**src/pkg/uart_ctl_pkg.sv**
```systemverilog
// How it works
// - DMA mode bit 1 requests transfers continuously until the receive FIFO empties.
// - Trigger bits 7:6 give receive levels 1, 4, 8 or 14 bytes.
// - Framing bits 1:0 select five to eight data bits, both directions.
// - Bit 2 set gives 1.5 stops for five bits, two otherwise.
// - Receiver checks only the first stop bit of every character.
// - Bit 3 inserts parity after data and enables the receive check.
// - Bit 4 set selects even parity, clear selects odd, without stick.
// - Stick parity sends and checks 0 when bit 4 set, 1 otherwise.
// - Bit 6 holds serial output low for a break.
// - Bit 7 steers shared addresses to divisor latches; software clears it first.
// - Modem bits 0 and 1 drive ready and request pins, inverted.
// - Modem bit 3 gates enabled interrupt sources onto the interrupt output.
// - Loopback holds serial output high, ignores input, loops transmit to receive.
// - Loopback ignores modem inputs, feeds them from outputs, forces pins high.
// - Loopback keeps interrupts working; modem status comes from modem control bits.
// - Modem bit 5 enables flow control; with bit 1 automatic request too.
// - Automatic request goes high at trigger level, low again once emptied.
// - Automatic clear-to-send lets a character start only while input is low.
// - Line framing register reads back what software wrote.
// - DMA mode bit 0 requests single transfers only.
`default_nettype none
package uart_ctl_pkg;
    localparam int ADDR_W = 5;
    localparam int LEVEL_W = 5;
    // ------------------------------------------------------------
    // Register map
    // ------------------------------------------------------------
    localparam logic [ADDR_W-1:0] ADDR_FIFO_SETUP = 5'h00;
    localparam logic [ADDR_W-1:0] ADDR_LINE_FRAMING = 5'h04;
    localparam logic [ADDR_W-1:0] ADDR_MODEM_CTRL = 5'h08;
    localparam logic [ADDR_W-1:0] ADDR_INT_ENABLES = 5'h0C;
    localparam logic [ADDR_W-1:0] ADDR_STATUS = 5'h10;
    localparam logic [7:0] RESET_REG = 8'h00;
    localparam logic [3:0] RESET_IER = 4'h0;
    // ------------------------------------------------------------
    // Field positions
    // ------------------------------------------------------------
    localparam int FS_ENABLE = 0;
    localparam int FS_RX_CLEAR = 1;
    localparam int FS_TX_CLEAR = 2;
    localparam int FS_DMA_MODE = 3;
    localparam int FS_TRIG_LO = 6;
    localparam int LF_STOP = 2;
    localparam int LF_PAR_EN = 3;
    localparam int LF_EVEN = 4;
    localparam int LF_STICK = 5;
    localparam int LF_BREAK = 6;
    localparam int LF_DIV_ACCESS = 7;
    localparam int MC_DTR = 0;
    localparam int MC_RTS = 1;
    localparam int MC_OUT1 = 2;
    localparam int MC_OUT2 = 3;
    localparam int MC_LOOP = 4;
    localparam int MC_FLOW = 5;
    // ------------------------------------------------------------
    // Trigger levels, framing counts, responses
    // ------------------------------------------------------------
    localparam logic [LEVEL_W-1:0] TRIG_L0 = 5'h01;
    localparam logic [LEVEL_W-1:0] TRIG_L1 = 5'h04;
    localparam logic [LEVEL_W-1:0] TRIG_L2 = 5'h08;
    localparam logic [LEVEL_W-1:0] TRIG_L3 = 5'h0E;
    localparam logic [3:0] MIN_DATA_BITS = 4'h5;
    localparam logic [2:0] STOP_HALVES_ONE = 3'h2;
    localparam logic [2:0] STOP_HALVES_ONE_HALF = 3'h3;
    localparam logic [2:0] STOP_HALVES_TWO = 3'h4;
    localparam logic [1:0] RESP_OKAY = 2'h0;
    localparam logic [1:0] RESP_SLVERR = 2'h2;
endpackage
`default_nettype wire

```
**src/hdl/uart_line_modem_control.sv**
```systemverilog
// The implementer's own choices: register access over AXI4-Lite and the address map.
`default_nettype none
module uart_line_modem_control (
    input wire logic clk,
    input wire logic rst_n,
    input wire logic [uart_ctl_pkg::ADDR_W-1:0] s_axi_awaddr,
    input wire logic s_axi_awvalid,
    output logic s_axi_awready,
    input wire logic [31:0] s_axi_wdata,
    input wire logic [3:0] s_axi_wstrb,
    input wire logic s_axi_wvalid,
    output logic s_axi_wready,
    output logic [1:0] s_axi_bresp,
    output logic s_axi_bvalid,
    input wire logic s_axi_bready,
    input wire logic [uart_ctl_pkg::ADDR_W-1:0] s_axi_araddr,
    input wire logic s_axi_arvalid,
    output logic s_axi_arready,
    output logic [31:0] s_axi_rdata,
    output logic [1:0] s_axi_rresp,
    output logic s_axi_rvalid,
    input wire logic s_axi_rready,
    input wire logic serial_in,
    output logic serial_out,
    input wire logic tx_shift_out,
    output logic rx_shift_in,
    input wire logic [7:0] tx_char,
    output logic tx_parity_bit,
    input wire logic [7:0] rx_char,
    input wire logic rx_parity_in,
    input wire logic rx_first_stop,
    output logic rx_parity_error,
    output logic rx_framing_error,
    output logic [3:0] data_bits,
    output logic [2:0] tx_stop_halves,
    output logic parity_enable,
    output logic divisor_access,
    input wire logic [uart_ctl_pkg::LEVEL_W-1:0] rx_fifo_level,
    output logic [uart_ctl_pkg::LEVEL_W-1:0] rx_trigger_level,
    output logic fifo_enable,
    output logic rx_fifo_clear,
    output logic tx_fifo_clear,
    output logic dma_multi,
    output logic rx_dma_req,
    input wire logic clear_to_send_n,
    input wire logic data_set_ready_n,
    input wire logic carrier_detect_n,
    input wire logic ring_indicator_n,
    output logic terminal_ready_out_n,
    output logic request_to_send_n,
    output logic user_output_one_n,
    output logic user_output_two_n,
    output logic [3:0] modem_status,
    output logic tx_start_allow,
    input wire logic [3:0] int_sources,
    output logic int_out
);
    import uart_ctl_pkg::*;

    logic [7:0] fifo_setup_reg;
    logic [7:0] line_framing_reg;
    logic [7:0] modem_lines_control_reg;
    logic [3:0] interrupt_enables_reg;
    logic aw_have_reg;
    logic w_have_reg;
    logic [ADDR_W-1:0] aw_addr_reg;
    logic [7:0] w_byte_reg;
    logic w_lane_reg;
    logic rts_hold_reg;
    logic dma_active_reg;
    logic do_write;
    logic wr_fifo;
    logic wr_lf;
    logic wr_mc;
    logic wr_ie;
    logic wr_known;
    logic loop_on;
    logic auto_rts;
    logic cts_asserted;
    logic [LEVEL_W-1:0] trig_next;
    logic [7:0] rd_value;
    logic rd_known;

    // ------------------------------------------------------------
    // Framing helpers
    // ------------------------------------------------------------
    function automatic logic [7:0] char_mask(input logic [1:0] wl);
        case (wl)
            2'h0: char_mask = 8'h1F;
            2'h1: char_mask = 8'h3F;
            2'h2: char_mask = 8'h7F;
            default: char_mask = 8'hFF;
        endcase
    endfunction

    function automatic logic parity_of(input logic [7:0] lf, input logic [7:0] ch);
        logic ones;
        ones = ^(ch & char_mask(lf[1:0]));
        if (lf[LF_STICK]) begin
            parity_of = ~lf[LF_EVEN];
        end else if (lf[LF_EVEN]) begin
            parity_of = ones;
        end else begin
            parity_of = ~ones;
        end
    endfunction

    // ------------------------------------------------------------
    // Write channel
    // ------------------------------------------------------------
    // Address and data are taken in either order; one write in flight.
    assign do_write = aw_have_reg && w_have_reg && !s_axi_bvalid;
    assign wr_known = (aw_addr_reg == ADDR_FIFO_SETUP) || (aw_addr_reg == ADDR_LINE_FRAMING)
        || (aw_addr_reg == ADDR_MODEM_CTRL) || (aw_addr_reg == ADDR_INT_ENABLES)
        || (aw_addr_reg == ADDR_STATUS);
    assign wr_fifo = do_write && w_lane_reg && (aw_addr_reg == ADDR_FIFO_SETUP);
    assign wr_lf = do_write && w_lane_reg && (aw_addr_reg == ADDR_LINE_FRAMING);
    assign wr_mc = do_write && w_lane_reg && (aw_addr_reg == ADDR_MODEM_CTRL);
    assign wr_ie = do_write && w_lane_reg && (aw_addr_reg == ADDR_INT_ENABLES);

    always_ff @(posedge clk) begin
        if (!rst_n) begin
            aw_have_reg <= 1'b0;
            aw_addr_reg <= '0;
            s_axi_awready <= 1'b1;
        end else if (s_axi_awvalid && s_axi_awready) begin
            aw_have_reg <= 1'b1;
            aw_addr_reg <= s_axi_awaddr;
            s_axi_awready <= 1'b0;
        end else if (do_write) begin
            aw_have_reg <= 1'b0;
        end else if (s_axi_bvalid && s_axi_bready) begin
            s_axi_awready <= 1'b1;
        end
    end

    always_ff @(posedge clk) begin
        if (!rst_n) begin
            w_have_reg <= 1'b0;
            w_byte_reg <= 8'h00;
            w_lane_reg <= 1'b0;
            s_axi_wready <= 1'b1;
        end else if (s_axi_wvalid && s_axi_wready) begin
            w_have_reg <= 1'b1;
            w_byte_reg <= s_axi_wdata[7:0];
            w_lane_reg <= s_axi_wstrb[0];
            s_axi_wready <= 1'b0;
        end else if (do_write) begin
            w_have_reg <= 1'b0;
        end else if (s_axi_bvalid && s_axi_bready) begin
            s_axi_wready <= 1'b1;
        end
    end

    always_ff @(posedge clk) begin
        if (!rst_n) begin
            s_axi_bvalid <= 1'b0;
            s_axi_bresp <= RESP_OKAY;
        end else if (do_write) begin
            s_axi_bvalid <= 1'b1;
            s_axi_bresp <= wr_known ? RESP_OKAY : RESP_SLVERR;
        end else if (s_axi_bready) begin
            s_axi_bvalid <= 1'b0;
        end
    end

    // ------------------------------------------------------------
    // Registers
    // ------------------------------------------------------------
    always_ff @(posedge clk) begin
        if (!rst_n) begin
            fifo_setup_reg <= RESET_REG;
            rx_fifo_clear <= 1'b0;
            tx_fifo_clear <= 1'b0;
        end else begin
            rx_fifo_clear <= wr_fifo && w_byte_reg[FS_ENABLE] && w_byte_reg[FS_RX_CLEAR];
            tx_fifo_clear <= wr_fifo && w_byte_reg[FS_ENABLE] && w_byte_reg[FS_TX_CLEAR];
            if (wr_fifo) begin
                fifo_setup_reg[FS_ENABLE] <= w_byte_reg[FS_ENABLE];
                if (w_byte_reg[FS_ENABLE]) begin
                    fifo_setup_reg[7:1] <= w_byte_reg[7:1];
                end
            end
        end
    end

    always_ff @(posedge clk) begin
        if (!rst_n) begin
            line_framing_reg <= RESET_REG;
        end else if (wr_lf) begin
            line_framing_reg <= w_byte_reg;
        end
    end

    always_ff @(posedge clk) begin
        if (!rst_n) begin
            modem_lines_control_reg <= RESET_REG;
            interrupt_enables_reg <= RESET_IER;
        end else begin
            if (wr_mc) begin
                modem_lines_control_reg <= w_byte_reg;
            end
            if (wr_ie) begin
                interrupt_enables_reg <= w_byte_reg[3:0];
            end
        end
    end

    // ------------------------------------------------------------
    // Read channel
    // ------------------------------------------------------------
    always_comb begin
        rd_value = 8'h00;
        rd_known = 1'b1;
        case (s_axi_araddr)
            ADDR_FIFO_SETUP: rd_value = 8'h00;
            ADDR_LINE_FRAMING: rd_value = line_framing_reg;
            ADDR_MODEM_CTRL: rd_value = modem_lines_control_reg;
            ADDR_INT_ENABLES: rd_value = {4'h0, interrupt_enables_reg};
            ADDR_STATUS: rd_value = {rx_dma_req, tx_start_allow, rts_hold_reg, 1'b0,
                modem_status};
            default: rd_known = 1'b0;
        endcase
    end

    always_ff @(posedge clk) begin
        if (!rst_n) begin
            s_axi_arready <= 1'b1;
            s_axi_rvalid <= 1'b0;
            s_axi_rdata <= 32'h00000000;
            s_axi_rresp <= RESP_OKAY;
        end else if (s_axi_arvalid && s_axi_arready) begin
            s_axi_arready <= 1'b0;
            s_axi_rvalid <= 1'b1;
            s_axi_rdata <= {24'h000000, rd_value};
            s_axi_rresp <= rd_known ? RESP_OKAY : RESP_SLVERR;
        end else if (s_axi_rvalid && s_axi_rready) begin
            s_axi_rvalid <= 1'b0;
            s_axi_arready <= 1'b1;
        end
    end

    // ------------------------------------------------------------
    // Framing and FIFO setup outputs
    // ------------------------------------------------------------
    always_comb begin
        case (fifo_setup_reg[7:FS_TRIG_LO])
            2'h0: trig_next = TRIG_L0;
            2'h1: trig_next = TRIG_L1;
            2'h2: trig_next = TRIG_L2;
            default: trig_next = TRIG_L3;
        endcase
    end

    always_ff @(posedge clk) begin
        if (!rst_n) begin
            data_bits <= MIN_DATA_BITS;
            tx_stop_halves <= STOP_HALVES_ONE;
            parity_enable <= 1'b0;
            divisor_access <= 1'b0;
            rx_trigger_level <= TRIG_L0;
            fifo_enable <= 1'b0;
            dma_multi <= 1'b0;
        end else begin
            data_bits <= MIN_DATA_BITS + {2'h0, line_framing_reg[1:0]};
            if (!line_framing_reg[LF_STOP]) begin
                tx_stop_halves <= STOP_HALVES_ONE;
            end else if (line_framing_reg[1:0] == 2'h0) begin
                tx_stop_halves <= STOP_HALVES_ONE_HALF;
            end else begin
                tx_stop_halves <= STOP_HALVES_TWO;
            end
            parity_enable <= line_framing_reg[LF_PAR_EN];
            divisor_access <= line_framing_reg[LF_DIV_ACCESS];
            rx_trigger_level <= trig_next;
            fifo_enable <= fifo_setup_reg[FS_ENABLE];
            dma_multi <= fifo_setup_reg[FS_DMA_MODE];
        end
    end

    // Parity is computed over the masked character so unused bits never leak in
    always_ff @(posedge clk) begin
        if (!rst_n) begin
            tx_parity_bit <= 1'b0;
            rx_parity_error <= 1'b0;
            rx_framing_error <= 1'b0;
        end else begin
            tx_parity_bit <= parity_of(line_framing_reg, tx_char);
            rx_parity_error <= line_framing_reg[LF_PAR_EN]
                && (rx_parity_in != parity_of(line_framing_reg, rx_char));
            rx_framing_error <= !rx_first_stop;
        end
    end

    // ------------------------------------------------------------
    // DMA request
    // ------------------------------------------------------------
    always_ff @(posedge clk) begin
        if (!rst_n) begin
            dma_active_reg <= 1'b0;
            rx_dma_req <= 1'b0;
        end else if (fifo_setup_reg[FS_DMA_MODE]) begin
            if (rx_fifo_level >= trig_next) begin
                dma_active_reg <= 1'b1;
            end else if (rx_fifo_level == '0) begin
                dma_active_reg <= 1'b0;
            end
            rx_dma_req <= (dma_active_reg || rx_fifo_level >= trig_next)
                && rx_fifo_level != '0;
        end else begin
            dma_active_reg <= 1'b0;
            rx_dma_req <= rx_fifo_level != '0;
        end
    end

    // ------------------------------------------------------------
    // Serial path, modem lines, flow control
    // ------------------------------------------------------------
    assign loop_on = modem_lines_control_reg[MC_LOOP];
    assign auto_rts = modem_lines_control_reg[MC_FLOW] && modem_lines_control_reg[MC_RTS];
    // Loopback takes clear-to-send from the request bit itself
    assign cts_asserted = loop_on ? modem_lines_control_reg[MC_RTS] : !clear_to_send_n;

    always_ff @(posedge clk) begin
        if (!rst_n) begin
            serial_out <= 1'b1;
            rx_shift_in <= 1'b1;
        end else begin
            if (loop_on) begin
                serial_out <= 1'b1;
                rx_shift_in <= tx_shift_out && !line_framing_reg[LF_BREAK];
            end else begin
                serial_out <= tx_shift_out && !line_framing_reg[LF_BREAK];
                rx_shift_in <= serial_in;
            end
        end
    end

    // While automatic request is on, hold state flips only at trigger and at empty to avoid chatter
    always_ff @(posedge clk) begin
        if (!rst_n) begin
            rts_hold_reg <= 1'b0;
        end else if (!auto_rts) begin
            rts_hold_reg <= 1'b0;
        end else if (rx_fifo_level >= trig_next) begin
            rts_hold_reg <= 1'b1;
        end else if (rx_fifo_level == '0) begin
            rts_hold_reg <= 1'b0;
        end
    end

    always_ff @(posedge clk) begin
        if (!rst_n) begin
            terminal_ready_out_n <= 1'b1;
            request_to_send_n <= 1'b1;
            user_output_one_n <= 1'b1;
            user_output_two_n <= 1'b1;
        end else if (loop_on) begin
            terminal_ready_out_n <= 1'b1;
            request_to_send_n <= 1'b1;
            user_output_one_n <= 1'b1;
            user_output_two_n <= 1'b1;
        end else begin
            terminal_ready_out_n <= !modem_lines_control_reg[MC_DTR];
            request_to_send_n <= auto_rts ? rts_hold_reg
                : !modem_lines_control_reg[MC_RTS];
            user_output_one_n <= !modem_lines_control_reg[MC_OUT1];
            user_output_two_n <= !modem_lines_control_reg[MC_OUT2];
        end
    end

    // Status order: carrier, ring, data set ready, clear to send
    always_ff @(posedge clk) begin
        if (!rst_n) begin
            modem_status <= 4'h0;
            tx_start_allow <= 1'b1;
            int_out <= 1'b0;
        end else begin
            if (loop_on) begin
                modem_status <= {modem_lines_control_reg[MC_OUT2],
                    modem_lines_control_reg[MC_OUT1], modem_lines_control_reg[MC_DTR],
                    modem_lines_control_reg[MC_RTS]};
            end else begin
                modem_status <= ~{carrier_detect_n, ring_indicator_n, data_set_ready_n,
                    clear_to_send_n};
            end
            // Remote must lift the line before mid stop bit to stop the next start
            tx_start_allow <= !modem_lines_control_reg[MC_FLOW] || cts_asserted;
            int_out <= modem_lines_control_reg[MC_OUT2]
                && |(interrupt_enables_reg & int_sources);
        end
    end

    // ------------------------------------------------------------
    // Checks
    // ------------------------------------------------------------
    a_break_holds_low: assert property (@(posedge clk) disable iff (!rst_n)
        line_framing_reg[LF_BREAK] && !loop_on |=> !serial_out)
        else $error("break did not hold serial output low");
    a_loop_pins_high: assert property (@(posedge clk) disable iff (!rst_n)
        loop_on |=> serial_out && request_to_send_n && terminal_ready_out_n
            && user_output_one_n && user_output_two_n)
        else $error("loopback left a pin low");
    a_dtr_pin_inverts: assert property (@(posedge clk) disable iff (!rst_n)
        !loop_on |=> terminal_ready_out_n == !$past(modem_lines_control_reg[MC_DTR]))
        else $error("ready pin not inverse of its bit");
    a_irq_gated_off: assert property (@(posedge clk) disable iff (!rst_n)
        !modem_lines_control_reg[MC_OUT2] |=> !int_out)
        else $error("interrupt passed a closed gate");
    a_cts_holds_tx: assert property (@(posedge clk) disable iff (!rst_n)
        modem_lines_control_reg[MC_FLOW] && !loop_on && clear_to_send_n |=> !tx_start_allow)
        else $error("start allowed while clear-to-send high");
    a_rts_at_trigger: assert property (@(posedge clk) disable iff (!rst_n)
        auto_rts && rx_fifo_level >= trig_next |=> rts_hold_reg)
        else $error("automatic request not dropped at trigger");
    a_fifo_bits_guard: assert property (@(posedge clk) disable iff (!rst_n)
        wr_fifo && !w_byte_reg[FS_ENABLE] |=> $stable(fifo_setup_reg[7:1]))
        else $error("setup bits changed without enable");
    a_stop_one_half: assert property (@(posedge clk) disable iff (!rst_n)
        line_framing_reg[LF_STOP] && line_framing_reg[1:0] == 2'h0
        |=> tx_stop_halves == STOP_HALVES_ONE_HALF)
        else $error("wrong stop length for five bits");
    a_stick_parity: assert property (@(posedge clk) disable iff (!rst_n)
        line_framing_reg[LF_STICK] |=> tx_parity_bit == !$past(line_framing_reg[LF_EVEN]))
        else $error("stick parity value wrong");
    a_reset_clears: assert property (@(posedge clk)
        !rst_n |=> line_framing_reg == RESET_REG && modem_lines_control_reg == RESET_REG)
        else $error("control registers not zero after reset");
endmodule
`default_nettype wire

```
**config.mk**
```make
export PLATFORM = sky130hd
export DESIGN_NAME = uart_line_modem_control
export DESIGN_NICKNAME = d
export VERILOG_FILES = /design/src/pkg/uart_ctl_pkg.sv /design/src/hdl/uart_line_modem_control.sv
export SDC_FILE = /design/constraint.sdc
export NUM_CORES = 1
export LEC_CHECK = 0
export ABC_AREA = 1
export BUFFER_PORTS_ARGS = -buffer_cell sky130_fd_sc_hd__buf_2
export CORE_ASPECT_RATIO = 2
export CORE_MARGIN = 1
export CORE_UTILIZATION = 43
export CTS_CLUSTER_DIAMETER = 80
export DETAILED_ROUTE_END_ITERATION = 16
export PLACE_DENSITY = 0.76
export SYNTH_ARGS = -nofsm -noshare
export SYNTH_HDL_FRONTEND = slang
export SYNTH_SLANG_ARGS = --single-unit
```
**constraint.sdc**
```tcl
create_clock -name clk -period 1.4 [get_ports clk]
set_input_delay 0.07 -clock clk [delete_from_list [all_inputs] [get_ports clk]]
set_output_delay 0.07 -clock clk [all_outputs]
set_load 0.01 [all_outputs]
```
==> impl_metrics.tcl <==
set metrics [dict create \
    outcome "finished, violations left" \
    violations "setup timing" \
    switchingPower_mw 1.47 \
    synth_seq_area_share 0.470 \
    initial_core_util 0.444 \
    start_kind "flip-flop" \
    die_w_um 68.8 \
    drt_first_pass_iters 4 \
    grt-ovfl-total 0 \
    skew_ps 10.2 \
    num_vias 3675 \
    rsz0062_at_grt "yes" \
    root_buffer "clkbuf_16" \
    leakagePower_nw 2.47 \
    fin_hold_ws_ps 10.3 \
    synthFlopType "dfxtp_1" \
    synth_top_area_frac 0.470 \
    cap_viol_max_count 0 \
    cts_tree "yes" \
    yosysMostFrequentCell "nand2_1" \
    yosys.area.top_type "dfxtp_1" \
    clock_tree.buffer_depth 2 \
    vias_per_cell 4.89 \
    switching_share 0.263 \
    clk_pin_slew_ps 60 \
    htreeDepth 3 \
    drive_gt1_frac 0.308 \
    place_congestion 0.927 \
    post_dp_cell_area_mm2 0.00455 \
    ant_nets 0 \
    dp.cells 721 \
    cts_buffers 9 \
    async_reset_ff_frac 0 \
    cp_max_fo 5 \
    wire_per_inst_um 12.6 \
    synth_edf_count 0 \
    fmax_mhz 706 \
    antenna_found_initial 0 \
    fin_crit_ps 1420 \
    synth_cell_type_count 37 \
    final_core_util 0.594 \
    worstPathArrival_ps 1650 \
    synth_cells 504 \
    dieArea_mm2 0.00933 \
    setup_viol 4 \
    io_buffers 106 \
    yosysWarnings 0 \
    dp_hpwl_um 7200 \
    r2r_setup_slack_ps -20 \
    die_h_um 136 \
    diodes 0 \
    slew_viol_final 0 \
    syn2layout_area_growth_pct 34.0 \
    synth_area_mm2 0.00384 \
    grt_pass1_wl_um 14700 \
    timing.final.ws_setup_ps -15.5 \
    seqPwrFrac 0.481 \
    grt_pass1_vias 3466 \
    synthTopCellsByArea "dfxtp_1 47%, nand2_1 9.9%, inv_1 6.9%" \
    cp_data_required_time_ps 1630 \
    cts.sinks 90 \
    final_area_mm2 0.00514 \
    design.core.area_mm2 0.00865 \
    pwr-share-clk 0.407 \
    worstSetupPathType "reg2reg" \
    grt_usage 0.211 \
    critPathCaptureType "flip-flop" \
    pre_cts_ws_ps -142 \
    synthTopCellsByCount "101 x nand2_1, 90 x dfxtp_1, 71 x inv_1" \
    syn_area_per_cell_um2 7.61 \
    wl_um 9500 \
    finalCritPeriodShare 1.01 \
    drtIter0Drc 209 \
    power.share.combinational 0.112 \
    p_int_mw 4.14 \
    io_pins 161 \
    grt_max_degree 40 \
    finalPower_mw 5.61 \
    fin_nets 741 \
    drc 0 \
    final-hold-violation-count 0 \
    holdCritPathClass "in2reg" \
    p_per_area_mw_per_mm2 1090 \
    clk_latency_ps 340 \
    layout.cells.non_filler 752 \
    vdd_drop_max_mv 0.828 \
    ys_ff_latch 90 \
    setup_tns_ps -40.3 \
    rows 48 \
]
cell usage in the layout (no fill, tap or decap), drive strengths merged, types with 3 or more instances in the layout:
| cell | synthesis | final |
|---|---|---|
| nand3 | 19 | 19 |
| a21oi | 35 | 35 |
| o211ai | 3 | 3 |
| o21ai | 47 | 47 |
| buf | 31 | 135 |
| nor3 | 6 | 6 |
| dfxtp | 90 | 90 |
| clkbuf | 8 | 9 |
| conb | 1 | 27 |
| xnor2 | 3 | 3 |
| clkinv | 1 | 3 |
| a211oi | 7 | 7 |
| ha | 8 | 8 |
| o22ai | 7 | 7 |
| nand2 | 102 | 102 |
| nand4 | 4 | 4 |
| nor2 | 45 | 45 |
| inv | 72 | 76 |
| a31oi | 3 | 3 |
| dlygate4sd3 | 0 | 10 |
metal layers:
layer | up-vias | share of wire | GRT usage
met5 | - | 0 | 0
met4 | 0 | 0.052 | 0.129
met3 | 31 | 0.057 | 0.0488
met2 | 148 | 0.53 | 0.379
met1 | 1641 | 0.36 | 0.204
li1 | 1855 | - | -
cell type report:
| cell class | instances | area [um^2] |
|---|---|---|
| fill | 805 | 3510 |
| sequential | 90 | 1810 |
| multi-input combinational | 328 | 1750 |
| timing repair buffer | 145 | 893 |
| inverter | 73 | 279 |
| clock buffer | 9 | 225 |
| tap | 100 | 125 |
| clock inverter | 7 | 58.8 |
critical path, cell delays in order (launching register included):
cell,delay [ps]
dfxtp_4,380
inv_4,50
ha_4,160
inv_4,60
nand2_1,50
nand2_1,70
nand2_2,60
nand2_1,110
nand2_1,70
nand2_1,80
nand3_1,70
nand2_1,80
a21oi_2,50
cell families after synthesis:
| logic type | share of synthesized area |
|---|---|
| and+or+nand+nor | 0.194 |
| buffers and inverters | 0.139 |
| AOI/OAI and AO/OA | 0.162 |
| DFF | 0.470 |
| adders and majority gates | 0.0261 |
| xor gates and xnor gates | 0.00913 |
| other | 0.000978 |
power by group through the flow:
| stage | Sequential (mW) | Clock (mW) | Combinational [mW] |
|---|---|---|---|
| floorplan | 2.76 | 0 | 0.363 |
| global placement | 2.75 | 0 | 0.554 |
| detailed placement | 2.75 | 0 | 0.574 |
| CTS | 2.70 | 2.32 | 0.604 |
| global route | 2.71 | 2.42 | 0.713 |
| finish | 2.70 | 2.28 | 0.630 |
timing repair:
| item | in CTS | in global routing |
|---|---|---|
| pin swaps | 1 | 19 |
| endpoints found under the setup margin | 17 | 23 |
| hold buffers | 10 | 0 |
| resized for setup | 16 | 46 |
| endpoints found under the hold margin | 10 | 0 |
| buffers inserted | 2 | 3 |
path summary, 6_finish.rpt:
path,from,end,cells after the start
setup reg to reg,line_framing_reg[0]$_SDFFE_PN0P_,rx_parity_error$_SDFF_PN0_,12
hold / removal,s_axi_wdata[7],w_byte_reg[7]$_SDFFE_PN0P_,3
setup / recovery,line_framing_reg[0]$_SDFFE_PN0P_,rx_parity_error$_SDFF_PN0_,12
hold reg to reg,modem_lines_control_reg[2]$_SDFFE_PN0P_,user_output_one_n$_SDFF_PP1_,1
Note: power is estimated with default switching activity, not from simulation.
